**src/logic/rbgic_pkg.sv**
```systemverilog
// Constants for the random bit generator control and interrupt block.
package rbgic_pkg;
  localparam int          NUM_SOURCES      = 4;
  localparam int          OSC_PER_SOURCE   = 16;
  localparam int          THR_W            = 3;
  localparam int          CNT_W            = 4;
  localparam int          FIFO_DEPTH       = 8;
  localparam int          STAT_W           = 8;
  localparam int          STAT_DATA_READY_FLAG_BIT    = 1;
  localparam int          STAT_ERR_BIT     = 2;
  localparam logic [2:0]  THR_RESET        = 3'h7;
  localparam logic [15:0] OSC_EN_RESET     = 16'hffff;
  localparam logic        IE_DATA_READY_FLAG_RESET    = 1'h1;
  localparam logic        IE_ERR_RESET     = 1'h0;
  localparam logic [1:0]  MODE_TRUE        = 2'h0;
  localparam logic [1:0]  MODE_DET         = 2'h1;
endpackage : rbgic_pkg

```
**src/logic/rbgic_top.sv**
```systemverilog
// Control, FIFO and interrupt logic of the random bit generator.
//
// Operation
// - Two interrupts, each gated by its control enable: empty-read error and data-ready.
// - Data-ready interrupt enable is set after reset.
// - While generator is disabled, pending flags are never cleared.
// - Write one clears empty-read flag; each later empty read sets it again.
// - Write one to data-ready flag deasserts the data-ready interrupt.
// - Data-ready raised only when active FIFO count reaches programmed threshold.
// - Data-ready is edge triggered on reaching threshold, not level.
// - FIFO status reports number of words held.
// - Configuration writes other than mode have no effect while the generator is enabled.
// - Mode switch between true and deterministic works at run time.
// - Four ring-oscillator sources with post-processing feed the single FIFO.
// - Sampling clock is system clock when select high, own oscillator when low.
// - All oscillator enables on after reset; software may toggle each one.
// - Threshold is three bits, resets to seven, fires on count threshold-1 to threshold.
// - Status holds data-ready at bit one, empty-read error at bit two, write-one-clear.
// - Each source has sixteen oscillators with own enable, all resetting to one.
`timescale 1ns/1ps
module rbgic_top #(
  parameter int DATA_W = 32,
  parameter int DEPTH  = rbgic_pkg::FIFO_DEPTH
) (
  input  wire logic                 i_clk_sys,
  input  wire logic                 i_srst,
  input  wire logic                 i_ce,
  input  wire logic                 i_gen_enable,
  input  wire logic                 i_ie_data_ready_flag_wr,
  input  wire logic                 i_ie_data_ready_flag,
  input  wire logic                 i_ie_err_wr,
  input  wire logic                 i_ie_err,
  input  wire logic                 i_cfg_wr,
  input  wire logic [2:0]           i_true_thr,
  input  wire logic [2:0]           i_det_thr,
  input  wire logic [63:0]          i_osc_en,
  input  wire logic                 i_mode_wr,
  input  wire logic                 i_mode_det,
  input  wire logic                 i_sclk_sel,
  input  wire logic [3:0]           i_ring_osc_clock,
  input  wire logic [63:0]          i_osc_bits,
  input  wire logic                 i_data_rd,
  input  wire logic                 i_status_wr,
  input  wire logic [7:0]           i_status_wdata,
  output logic [DATA_W-1:0]         o_random_data_out_reg,
  output logic [7:0]                o_generator_status_reg,
  output logic [3:0]                o_fifo_count,
  output logic                      o_fifo_empty,
  output logic [2:0]                o_true_fifo_threshold,
  output logic [2:0]                o_det_fifo_threshold,
  output logic [63:0]               o_osc_enables,
  output logic                      o_ie_data_ready_flag,
  output logic                      o_ie_err,
  output logic                      o_det_mode,
  output logic                      o_irq
);

  ////////////////////////////////////////////////////////////////////////////
  // Configuration: frozen while the generator runs, except the mode.
  logic [2:0]  true_thr_reg;
  logic [2:0]  det_thr_reg;
  logic [63:0] osc_en_reg;
  logic        ie_data_ready_flag_reg;
  logic        ie_err_reg;
  logic        mode_det_reg;
  wire         cfg_open = !i_gen_enable;

  always_ff @(posedge i_clk_sys)
  begin
    if (i_srst)
    begin
      true_thr_reg <= rbgic_pkg::THR_RESET;
      det_thr_reg  <= rbgic_pkg::THR_RESET;
      osc_en_reg   <= {4{rbgic_pkg::OSC_EN_RESET}};
      ie_data_ready_flag_reg  <= rbgic_pkg::IE_DATA_READY_FLAG_RESET;
      ie_err_reg   <= rbgic_pkg::IE_ERR_RESET;
      mode_det_reg <= 1'b0;
    end
    else if (i_ce)
    begin
      if (i_cfg_wr && cfg_open)
      begin
        true_thr_reg <= i_true_thr;
        det_thr_reg  <= i_det_thr;
        osc_en_reg   <= i_osc_en;
      end
      if (i_ie_data_ready_flag_wr && cfg_open)
        ie_data_ready_flag_reg <= i_ie_data_ready_flag;
      if (i_ie_err_wr && cfg_open)
        ie_err_reg <= i_ie_err;
      // Mode may change while running, unlike the rest of the configuration.
      if (i_mode_wr)
        mode_det_reg <= i_mode_det;
    end
  end

  ////////////////////////////////////////////////////////////////////////////
  // Entropy: four sources, each sampling its sixteen enabled oscillators.
  // The oscillator clocks are treated as synchronous samples here; the select
  // picks the system clock or a rising oscillator clock level as the sample gate.
  logic [3:0]  samp_q_reg;
  logic [3:0]  samp_reg;
  logic [3:0]  raw_bit;
  logic [DATA_W-1:0] shift_reg;
  logic [5:0]  nbits_reg;
  logic [31:0] lfsr_reg;
  genvar s;
  generate
    for (s = 0; s < rbgic_pkg::NUM_SOURCES; s++)
    begin : g_src
      assign raw_bit[s] = ^(i_osc_bits[s*16 +: 16] & osc_en_reg[s*16 +: 16]);
    end
  endgenerate
  // Sample strobe per source: every cycle, or on a rising oscillator level.
  wire [3:0] samp_ok = i_sclk_sel ? 4'hf : (samp_reg & ~samp_q_reg);
  wire       post_bit = ^(raw_bit & samp_ok);
  wire       lfsr_fb  = lfsr_reg[31] ^ lfsr_reg[21] ^ lfsr_reg[1] ^ lfsr_reg[0];
  wire       gen_bit  = mode_det_reg ? lfsr_fb : post_bit;
  wire       word_ok  = (nbits_reg == 6'(DATA_W - 1));

  always_ff @(posedge i_clk_sys)
  begin
    if (i_srst)
    begin
      samp_reg   <= 4'h0;
      samp_q_reg <= 4'h0;
      shift_reg  <= '0;
      nbits_reg  <= 6'h00;
      lfsr_reg   <= 32'h0000_0001;
    end
    else if (i_ce)
    begin
      samp_reg   <= i_ring_osc_clock;
      samp_q_reg <= samp_reg;
      if (i_gen_enable)
      begin
        lfsr_reg  <= {lfsr_reg[30:0], lfsr_fb};
        shift_reg <= {shift_reg[DATA_W-2:0], gen_bit};
        nbits_reg <= word_ok ? 6'h00 : nbits_reg + 6'h01;
      end
    end
  end

  ////////////////////////////////////////////////////////////////////////////
  // Active FIFO: one storage serves whichever mode is selected.
  logic [DATA_W-1:0] mem [DEPTH];
  logic [2:0]  wptr_reg;
  logic [2:0]  rptr_reg;
  logic [3:0]  cnt_reg;
  wire  empty   = (cnt_reg == 4'h0);
  wire  full    = (cnt_reg == 4'(DEPTH));
  wire  push    = i_gen_enable && word_ok && !full;
  wire  pop     = i_data_rd && !empty;
  wire  emp_rd  = i_data_rd && empty;
  wire [3:0] cnt_next = cnt_reg + {3'h0, push} - {3'h0, pop};
  wire [2:0] thr  = mode_det_reg ? det_thr_reg : true_thr_reg;
  // Fires only on the step from one below threshold up to threshold.
  wire  hit_thr = (cnt_next == {1'b0, thr}) && (cnt_reg == {1'b0, thr} - 4'h1);

  always_ff @(posedge i_clk_sys)
  begin
    // A low clock enable must not let the storage run ahead of its pointers.
    if (i_ce && push)
      mem[wptr_reg] <= shift_reg;
  end

  always_ff @(posedge i_clk_sys)
  begin
    if (i_srst)
    begin
      wptr_reg <= 3'h0;
      rptr_reg <= 3'h0;
      cnt_reg  <= 4'h0;
      o_random_data_out_reg <= '0;
    end
    else if (i_ce)
    begin
      if (push)
        wptr_reg <= wptr_reg + 3'h1;
      if (pop)
      begin
        rptr_reg <= rptr_reg + 3'h1;
        o_random_data_out_reg <= mem[rptr_reg];
      end
      cnt_reg <= cnt_next;
    end
  end

  ////////////////////////////////////////////////////////////////////////////
  // Flags: set wins over clear; clears only act while the generator runs.
  logic data_ready_flag_reg;
  logic err_reg;
  wire  clr_ok   = i_status_wr && i_gen_enable;
  wire  data_ready_flag_next = hit_thr || (data_ready_flag_reg && !(clr_ok && i_status_wdata[rbgic_pkg::STAT_DATA_READY_FLAG_BIT]));
  wire  err_next  = emp_rd || (err_reg && !(clr_ok && i_status_wdata[rbgic_pkg::STAT_ERR_BIT]));

  always_ff @(posedge i_clk_sys)
  begin
    if (i_srst)
    begin
      data_ready_flag_reg <= 1'b0;
      err_reg  <= 1'b0;
      o_irq    <= 1'b0;
    end
    else if (i_ce)
    begin
      data_ready_flag_reg <= data_ready_flag_next;
      err_reg  <= err_next;
      o_irq    <= (data_ready_flag_next && ie_data_ready_flag_reg) || (err_next && ie_err_reg);
    end
  end

  always_ff @(posedge i_clk_sys)
  begin
    if (i_srst)
    begin
      o_generator_status_reg <= 8'h00;
      o_fifo_count          <= 4'h0;
      o_fifo_empty          <= 1'b1;
      o_true_fifo_threshold <= rbgic_pkg::THR_RESET;
      o_det_fifo_threshold  <= rbgic_pkg::THR_RESET;
      o_osc_enables         <= {4{rbgic_pkg::OSC_EN_RESET}};
      o_ie_data_ready_flag             <= rbgic_pkg::IE_DATA_READY_FLAG_RESET;
      o_ie_err              <= rbgic_pkg::IE_ERR_RESET;
      o_det_mode            <= 1'b0;
    end
    else if (i_ce)
    begin
      o_generator_status_reg <= {5'h00, err_next, data_ready_flag_next, 1'b0};
      o_fifo_count          <= cnt_next;
      o_fifo_empty          <= (cnt_next == 4'h0);
      o_true_fifo_threshold <= true_thr_reg;
      o_det_fifo_threshold  <= det_thr_reg;
      o_osc_enables         <= osc_en_reg;
      o_ie_data_ready_flag             <= ie_data_ready_flag_reg;
      o_ie_err              <= ie_err_reg;
      o_det_mode            <= mode_det_reg;
    end
  end

  ////////////////////////////////////////////////////////////////////////////
  data_ready_flag_edge_a: assert property (@(posedge i_clk_sys) disable iff (i_srst)
    ($rose(data_ready_flag_reg) && $stable(thr)) |->
      (cnt_reg == {1'b0, thr}) && ($past(cnt_reg) == {1'b0, thr} - 4'h1))
    else $error("data-ready rose without reaching threshold");
  hold_off_a: assert property (@(posedge i_clk_sys) disable iff (i_srst)
    (i_ce && !i_gen_enable && data_ready_flag_reg) |=> data_ready_flag_reg)
    else $error("data-ready cleared while disabled");
  err_set_a: assert property (@(posedge i_clk_sys) disable iff (i_srst)
    (i_ce && emp_rd) |=> err_reg && o_generator_status_reg[rbgic_pkg::STAT_ERR_BIT])
    else $error("empty read did not flag error");
  err_clr_a: assert property (@(posedge i_clk_sys) disable iff (i_srst)
    (i_ce && err_reg && clr_ok && i_status_wdata[2] && !emp_rd) |=> !err_reg)
    else $error("error flag not cleared");
  data_ready_flag_clr_a: assert property (@(posedge i_clk_sys) disable iff (i_srst)
    (i_ce && clr_ok && i_status_wdata[1] && !hit_thr) |=> !data_ready_flag_reg)
    else $error("data-ready flag not cleared");
  cfg_lock_a: assert property (@(posedge i_clk_sys) disable iff (i_srst)
    (i_gen_enable && $past(i_gen_enable)) |-> $stable(true_thr_reg) && $stable(osc_en_reg))
    else $error("configuration changed while enabled");
  pop_cnt_a: assert property (@(posedge i_clk_sys) disable iff (i_srst)
    (i_ce && pop && !push) |=> cnt_reg == $past(cnt_reg) - 4'h1)
    else $error("pop did not decrement count");
  irq_gate_a: assert property (@(posedge i_clk_sys) disable iff (i_srst)
    (i_ce && data_ready_flag_next && ie_data_ready_flag_reg) |=> o_irq)
    else $error("enabled data-ready not on interrupt");
  ie_reset_a: assert property (@(posedge i_clk_sys)
    ($past(i_srst) && !i_srst) |-> ie_data_ready_flag_reg)
    else $error("data-ready enable not set after reset");
endmodule : rbgic_top

```
**config.mk**
```make
export PLATFORM = sky130hd
export DESIGN_NAME = rbgic_top
export DESIGN_NICKNAME = d
export VERILOG_FILES = /design/src/logic/rbgic_pkg.sv /design/src/logic/rbgic_top.sv
export SDC_FILE = /design/constraint.sdc
export NUM_CORES = 1
export LEC_CHECK = 0
export ABC_AREA = 1
export BUFFER_PORTS_ARGS = -buffer_cell sky130_fd_sc_hd__clkbuf_2
export CAP_MARGIN = 20
export CORE_MARGIN = 2
export CORE_UTILIZATION = 40
export DETAILED_ROUTE_END_ITERATION = 16
export GPL_TIMING_DRIVEN = 0
export PLACE_DENSITY_LB_ADDON = 0.2
export SYNTH_ARGS = -nofsm -noshare
export SYNTH_HDL_FRONTEND = slang
export SYNTH_SLANG_ARGS = --single-unit
```
**constraint.sdc**
```tcl
create_clock -name i_clk_sys -period 11.5 [get_ports i_clk_sys]
set_input_delay 1.15 -clock i_clk_sys [delete_from_list [all_inputs] [get_ports i_clk_sys]]
set_output_delay 1.15 -clock i_clk_sys [all_outputs]
set_load 0.1 [all_outputs]
```
### Word-level counts from Yosys, hierarchy flattened

Memories as Yosys holds them, arrays and structs flattened. A register that Yosys moved wholly into a read port is not among the register bits.
Cells that the tools add are included.

* flip-flop bits (word level): 240
* RAM bits: 256
* input port bits: 160
* output and inout port bits: 119
* logic and storage cells: 90
* memories: 1

* add/sub/neg operators: 6
* eq/ne operators: 4
* multiplexer cells: 6
* bitwise operators: 10
* reduce and logical (&&, ||, !) cells: 38

Memory list
* mem: depth 8, width 32, read ports 1, clocked after Yosys merged registers in 1, wr ports 1, line rbgic_top.sv:146 `logic [DATA_W-1:0] mem [DEPTH];`

Operators with widths (count)
* $and 16x16->16: 4
* $reduce_xor 16->1: 4
* $logic_and 1x1->1: 16
* $reduce_and 2->1: 7
* $and 4x4->4: 2
* $logic_not 4->1: 2
* $add 3x1->3 const B: 2
* $add 6x1->6 const B: 1
* $eq 6x5->1 const B: 1
* $mux 6: 1
* $logic_not 1->1: 5
* $add 4x1->4: 1
* $eq 4x3->1: 1
* $eq 4x4->1: 1
* $eq 4x4->1 const B: 1
* $mux 4: 1
* $not 4->4: 1
* $reduce_xor 4->1: 1
* $sub 3x1->4 const B: 1
* $sub 4x1->4: 1
* $logic_or 1x1->1: 3
* $mux 1: 3
* $mux 3: 1
* $xor 1x1->1: 3

### Logic depth before layout (Yosys ltp)

Gate-level depths: netlist (run 1).

* depth in word-level cells: 10
* mapped depth: 19
* depth with buffers taken out: 19

### Least setup slack after synthesis (run 1)

Ideal clock, no wire load.

* kind: register to register
* from: register o_fifo_count[2] (netlist name)
* to: memory mem[1][0], enable pin
* library setup time: 0.461 ns
* arrival time: 4.243 ns
* data required time: 11.039 ns
* path slack: 6.796 ns
* cell stages (with the launch flop): 10
* buffers on the path: 0
* period minus slack after synthesis: 4.704 ns
* cells stage by stage: dfxtp_1 -> inv_1 -> ha_1 -> nand3_1 -> nand3_1 -> nor2_1 -> inv_1 -> nor2_1 -> inv_1 -> nor3_1

RTL lines (line)
* end, declared: rbgic_top.sv:146

### Worst setup path in the final report (run 1)

* from: input i_ce
* to: memory mem[5][1], enable pin

* cells in the longest elaborated chain, start to end: 3

Ends and longest elaborated chain
* start, declared: line rbgic_top.sv:27 `input wire logic i_ce,`
* $logic_and 1x1->1: line rbgic_top.sv:163 `if (i_ce && push)`
* $mux 1: line rbgic_top.sv:163
* $mux 1 (implied by the code): line rbgic_top.sv:164 `mem[wptr_reg] <= shift_reg;`

Every way passes these cells.

==> flow_summary.yaml, run 1 <==
clock_tree:
  cts_resized: 0
  cts_hold_buf: 0
  cts.clk_slew.worst_paths_ps: 60
  tritoncts: "done"
  post-cts-setup-buffers: 0
  root_buffer: "clkbuf_16"
  cts_buffers: 54
  cts_sinks: 526
  clock_latency_ps: 620
  clock_path_buffers: 3
  h-tree-depth: 2
sta:
  tns_ps: 0
  period_needed_ps: 3270
  slew-limit-headroom_pct: 37.4
  skew_ps: 25.3
  maxSlewViolCount: 0
  post-route-period-util_pct: 28.4
  hold_violations: 0
  tightestPinTransition_ps: 934
  rsz0062_at_grt: "no"
  setup_viol: 0
  fmax_mhz: 306
logic_synthesis:
  yosys.area_share.simple_pct: 20.5
  synthXorXnorAreaFrac_pct: 1.08
  synth_area_leaders: "edfxtp_1 (37%), dfxtp_1 (26%), nand2_1 (10%)"
  ys_seq_area_share_pct: 62.3
  yosys_warnings: 0
  synth_fa_ha_area_share_pct: 0.691
  synth_compound_area_share_pct: 9.52
  synth_top_family_by_area: "simple AND/OR/NAND/NOR gates"
  yosys.area.top_type: "edfxtp_1"
  syn-mean-instance-area_um2: 9.38
  synth_cell_types: 38
  synthesis.area_um2: 21000
  synth-seq-cells: 526
  netlist_instances: 2239
  synth.area.mux_share_pct: 1.64
  yosysTopAreaCellShare_pct: 36.6
cells_and_area:
  syn_to_final_growth_pct: 20.2
  nNetsFinal: 2763
  layout_commonest_cell: "nand2_1"
  final_cell_mix: "nand2_1 (562), nor2_1 (284), dfxtp_1 (270), clkbuf_2 (265), edfxtp_1 (256)"
  largest_reg_flops: 256
  drive_above_1_share_pct: 16.1
  fin_util_pct: 48.9
worst_hold_path:
  hold_class: "flop to flop"
  min_to: "o_osc_enables[25]"
  worstHoldStart: "o_osc_enables[25]"
  holdPathStages: 2
global_routing:
  antenna_found_initial: 2
  overflow: 0
  grt_start_max_net_pins: 15
  grt_usage_pct: 22.2
  grt_pass1_vias: 16600
  grt_pass1_wl_um: 92700
route:
  postRouteAntennaNets: 0
  drt_iter0_markers: 1107
  firstDrtPassIters: 5
  vias: 16900
  route.detailed.drc: 0
  wl_um: 60600
  wl_per_cell_um: 18.3
  vias_per_cell: 5.10
die:
  coreArea_um2: 51600
  die_y_um: 233
  ioPinCount: 279
  die_w_um: 233
  start_util_pct: 40.7
  row_count: 83
  die_area_um2: 54400
worst_setup_path:
  arrival_ps: 3590
  worstRegToRegCells: 12
  crit_required_ps: 11820
  crit_path_start: "i_ce"
  reg2reg_to: "mem[5][1]"
  rr_startpoint: "nbits_reg[1]"
  cp_max_fo: 10
  cp-end-kind: "flop"
  r2r_slack_ps: 8230
  start_kind: "primary input"
  critPathKind: "primary input to flop"
power_and_ir_drop:
  finalPower_mw: 4.45
  peakVddDrop_mv: 0.110
  p_leak_nw: 10.8
  power_density_nw_per_um2: 176
place:
  post-dp-hpwl_um: 44600
  numPortBuffers: 265
  finalWeightedCongestion: 0.885
flow_run:
  drv_cap: 0
status:
  status: "finished clean"
-- layer usage --
metal	up-vias	routed length [um]	global-route usage [%]
li1	8291	-	-
met1	7976	25300	27.6
met2	538	28800	37.5
met3	108	4780	5.58
met4	0	1630	7.58
met5	-	0	0
-- synthesized netlist by cell type --
master	count
a211oi_1	2
a211oi_2	1
a21oi_1	59
a21oi_2	1
a31oi_4	1
and3_1	2
buf_1	9
buf_2	15
buf_4	9
clkbuf_1	104
conb_1	1
dfxtp_1	270
edfxtp_1	256
fa_1	1
ha_1	10
inv_1	73
inv_2	12
mux2i_1	33
mux2i_2	1
nand2_1	562
nand2_2	2
nand3_1	189
nand3_2	1
nand3b_1	1
nand4_1	3
nor2_1	284
nor2_2	4
nor3_1	21
o211ai_1	4
o21ai_0	204
o21ai_1	12
o21ai_2	1
o221ai_1	23
o22ai_1	18
o31ai_2	1
o32ai_1	23
xnor2_1	13
xor2_1	13
-- power breakdown --
group          switching [mW]  total [mW]  leakage [nW]  internal [mW]
Clock                   0.727        1.70         0.829          0.975
Combinational           0.507       0.670          5.29          0.163
Sequential             0.0569        2.08          4.69           2.03
Total                    1.29        4.45          10.8           3.16
-- critical path, stage by stage --
cell,delay (ps)
buf_2,240
inv_2,180
nor2_1,320
inv_1,150
nor2_1,110
inv_1,110
nor3_2,720
buf_8,240
buf_8,160
buf_6,170
-- area by class of cell --
type,count,area (um2)
fillers,4816,26400
flip-flops and latches,526,13100
multi-input cells,1496,7090
repair buffers,292,1650
clock buffers,81,1510
well taps,680,851
plain buffers,137,567
inverters,85,319
clock inverters,17,176
diodes,2,5.00
-- worst max path at each step --
stage                       to  slack (ps)  cells after the start
CTS                 mem[5][13]        8220                     10
finish               mem[5][1]        8230                     10
global route        mem[5][17]        7890                     12
detailed placement  mem[5][29]        7590                     10
floorplan            mem[1][0]        6800                      9
global placement     mem[1][2]        4350                      7
-- through the flow --
step | cells | hold slack (ps) | worst slack [ps] | cell area, um2
4_1_cts | 3314 | 461 | 8220 | 25300
3_3_place_gp | 3189 | 442 | 4350 | 23200
5_1_grt | 3315 | 479 | 7890 | 25300
6_report | 3316 | 461 | 8230 | 25300
3_5_place_dp | 3216 | 442 | 7590 | 23600
2_1_floorplan | 2244 | 434 | 6800 | 21000
-- kinds of logic after synthesis --
kind of cell | Yosys count
buffers and inverters | 222
and+or+nand+nor | 1069
other | 1
AOI/OAI and AO/OA | 350
xor gates and xnor gates | 26
muxes | 34
adders and majority gates | 11
DFF | 526
No activity file was read; power rests on OpenSTA's default activity.
==> run 2: changes to the inputs <==
Clock period 11.5 ns to 3.35 ns, I/O delays scaled along.
==> flow_summary.yaml, run 2 (synthesis gave the netlist of run 1 again) <==
route:
  wl_um: 60700
  wl_per_cell_um: 17.9
  highest_layer: "met5"
  dr_wl_met3_um: 4210
  firstDrtPassIters: 5
  vias_per_cell: 5.12
  route.detailed.drc: 0
  vias: 17400
  wl_met1_um: 25500
  routed-wl-met2_um: 29400
  drt_iter0_markers: 1120
  postRouteAntennaNets: 0
sta:
  skew_ps: 18.0
  rsz0062_at_grt: "no"
  setup_viol: 0
  post-route-period-util_pct: 91.1
  maxSlewViolCount: 0
  slew-limit-headroom_pct: 35.4
  period_needed_ps: 3050
  tightestPinTransition_ps: 966
  fmax_mhz: 328
  hold_violations: 0
worst_setup_path:
  arrival_ps: 3570
  critPathKind: "flop to flop"
  start_kind: "flop"
  crit_required_ps: 3870
  cp_max_fo: 3
  cp-end-kind: "flop"
global_routing:
  grt_pass1_wl_um: 93300
  grt_pass1_vias: 17000
  overflow: 0
  antenna_found_initial: 3
  grt_start_max_net_pins: 18
  grt_usage_pct: 22.1
die:
  row_count: 83
  die_w_um: 233
  die_area_um2: 54400
  die_y_um: 233
  coreArea_um2: 51600
  start_util_pct: 40.7
  ioPinCount: 279
place:
  dpl.cell_count: 3204
  post-dp-hpwl_um: 44100
  dpl_cell_area_um2: 23700
  finalWeightedCongestion: 0.881
  numPortBuffers: 265
cells_and_area:
  n_antenna_cell: 0
  final_cell_mix: "nand2_1 (562), nor2_1 (284), dfxtp_1 (268), clkbuf_2 (265), edfxtp_1 (256)"
  largest_reg_flops: 256
  finalNonFillerCells: 3388
  design_area_um2: 26300
  layout_commonest_cell: "nand2_1"
  syn_to_final_growth_pct: 25.2
  nNetsFinal: 2832
  drive_above_1_share_pct: 15.7
clock_tree:
  h-tree-depth: 2
  cts_buffers: 55
  clock_path_buffers: 3
  cts.clk_slew.worst_paths_ps: 60
  cts_sinks: 526
  root_buffer: "clkbuf_16"
  clock_latency_ps: 610
  tritoncts: "done"
power_and_ir_drop:
  pwr-share-clk_pct: 39.1
  power_density_nw_per_um2: 595
  p_leak_nw: 11.2
  intPower_mw: 11.2
  p_seq_share_pct: 45.7
  peakVddDrop_mv: 0.356
  p_comb_share_pct: 15.2
  swShare_pct: 28.5
  p_sw_mw: 4.46
status:
  status: "finished clean"
worst_hold_path:
  hold_class: "primary input to flop"
flow_run:
  drv_cap: 0
==> run 2: cell types whose count changed in the layout (fill, tap and decap cells not counted), moves of 2 or more <==
cell / change
clkinv_1: +2
nor3_4: +8
clkbuf_1: -4
buf_16: +11
dfxtp_2: +2
nor3_2: -7
diode_2: -2
buf_6: -21
dfxtp_1: -2
clkinvlp_4: +2
dlygate4sd3_1: +78
clkbuf_8: +10
clkinv_2: -4
==> run 2: power by group through the flow <==
stage	clock [mW]	combinational [mW]	sequential [mW]
6_report	6.13	2.38	7.15
5_1_grt	6.51	2.58	7.18
4_1_cts	6.23	2.38	7.15
3_5_place_dp	0	2.30	7.29
3_3_place_gp	0	2.27	7.27
2_1_floorplan	0	1.01	7.95
==> run 2: final timing paths <==
kind / startpoint / cells after the start / to / slack (ps)
worst max-delay path: nbits_reg[1] / 15 / o_irq / 300
worst min-delay path: i_ring_osc_clock[0] / 3 / samp_reg[0] / 40
worst max register to register: nbits_reg[1] / 15 / o_irq / 300
worst min register to register: o_osc_enables[17] / 2 / o_osc_enables[17] / 450
==> run 2: layout make-up <==
class                      instances  area, um2
fill                            4724      25300
sequential                       526      13100
multi-input combinational       1496       7160
timing repair buffer             360       2480
clock buffer                      88       1660
tap                              680        851
buffer                           137        567
inverter                          85        319
clock inverter                    16        170
==> run 2: metal layers <==
layer  vias up  track usage [%]
met2       503             38.4
met5         -                0
met4         4             6.41
li1       8439                -
met1      8305             27.1
met3       104             5.55
==> run 2: repair_timing <==
action / 4_1_cts / 5_1_grt
endpoints found under the hold margin: 75 / 0
gates resized for setup: 0 / 2
hold buffers: 78 / 0
buffers inserted: 0 / 2
setup endpoints to repair: 0 / 13
==> run 2: worst max-delay path, cell delays in order, from the launching register on <==
cell and delay (ps):
dfxtp_1 360, ha_1 180, nand2_1 90, nor3_2 140, nand3_1 120, ha_1 290, inv_1 40, ha_1 210
fa_1 450, xor2_2 230, nor2_1 90, a211oi_2 160, nand3b_1 130, o31ai_2 250, nand3_1 100, a21oi_1 130
==> run 2: per-stage QoR <==
stage	hold slack [ps]	total power, mW	setup TNS [ps]	setup slack [ps]	utilization [%]
after detailed placement	443	9.59	0	211	45.8
after floorplan	434	8.96	-42180	-226	-
final	35.2	15.7	0	298	51.0
after CTS	2.13	15.8	0	195	50.9
after global routing	24.7	16.3	0	73.8	51.0
after global placement	439	9.54	-220520	-1280	45.1
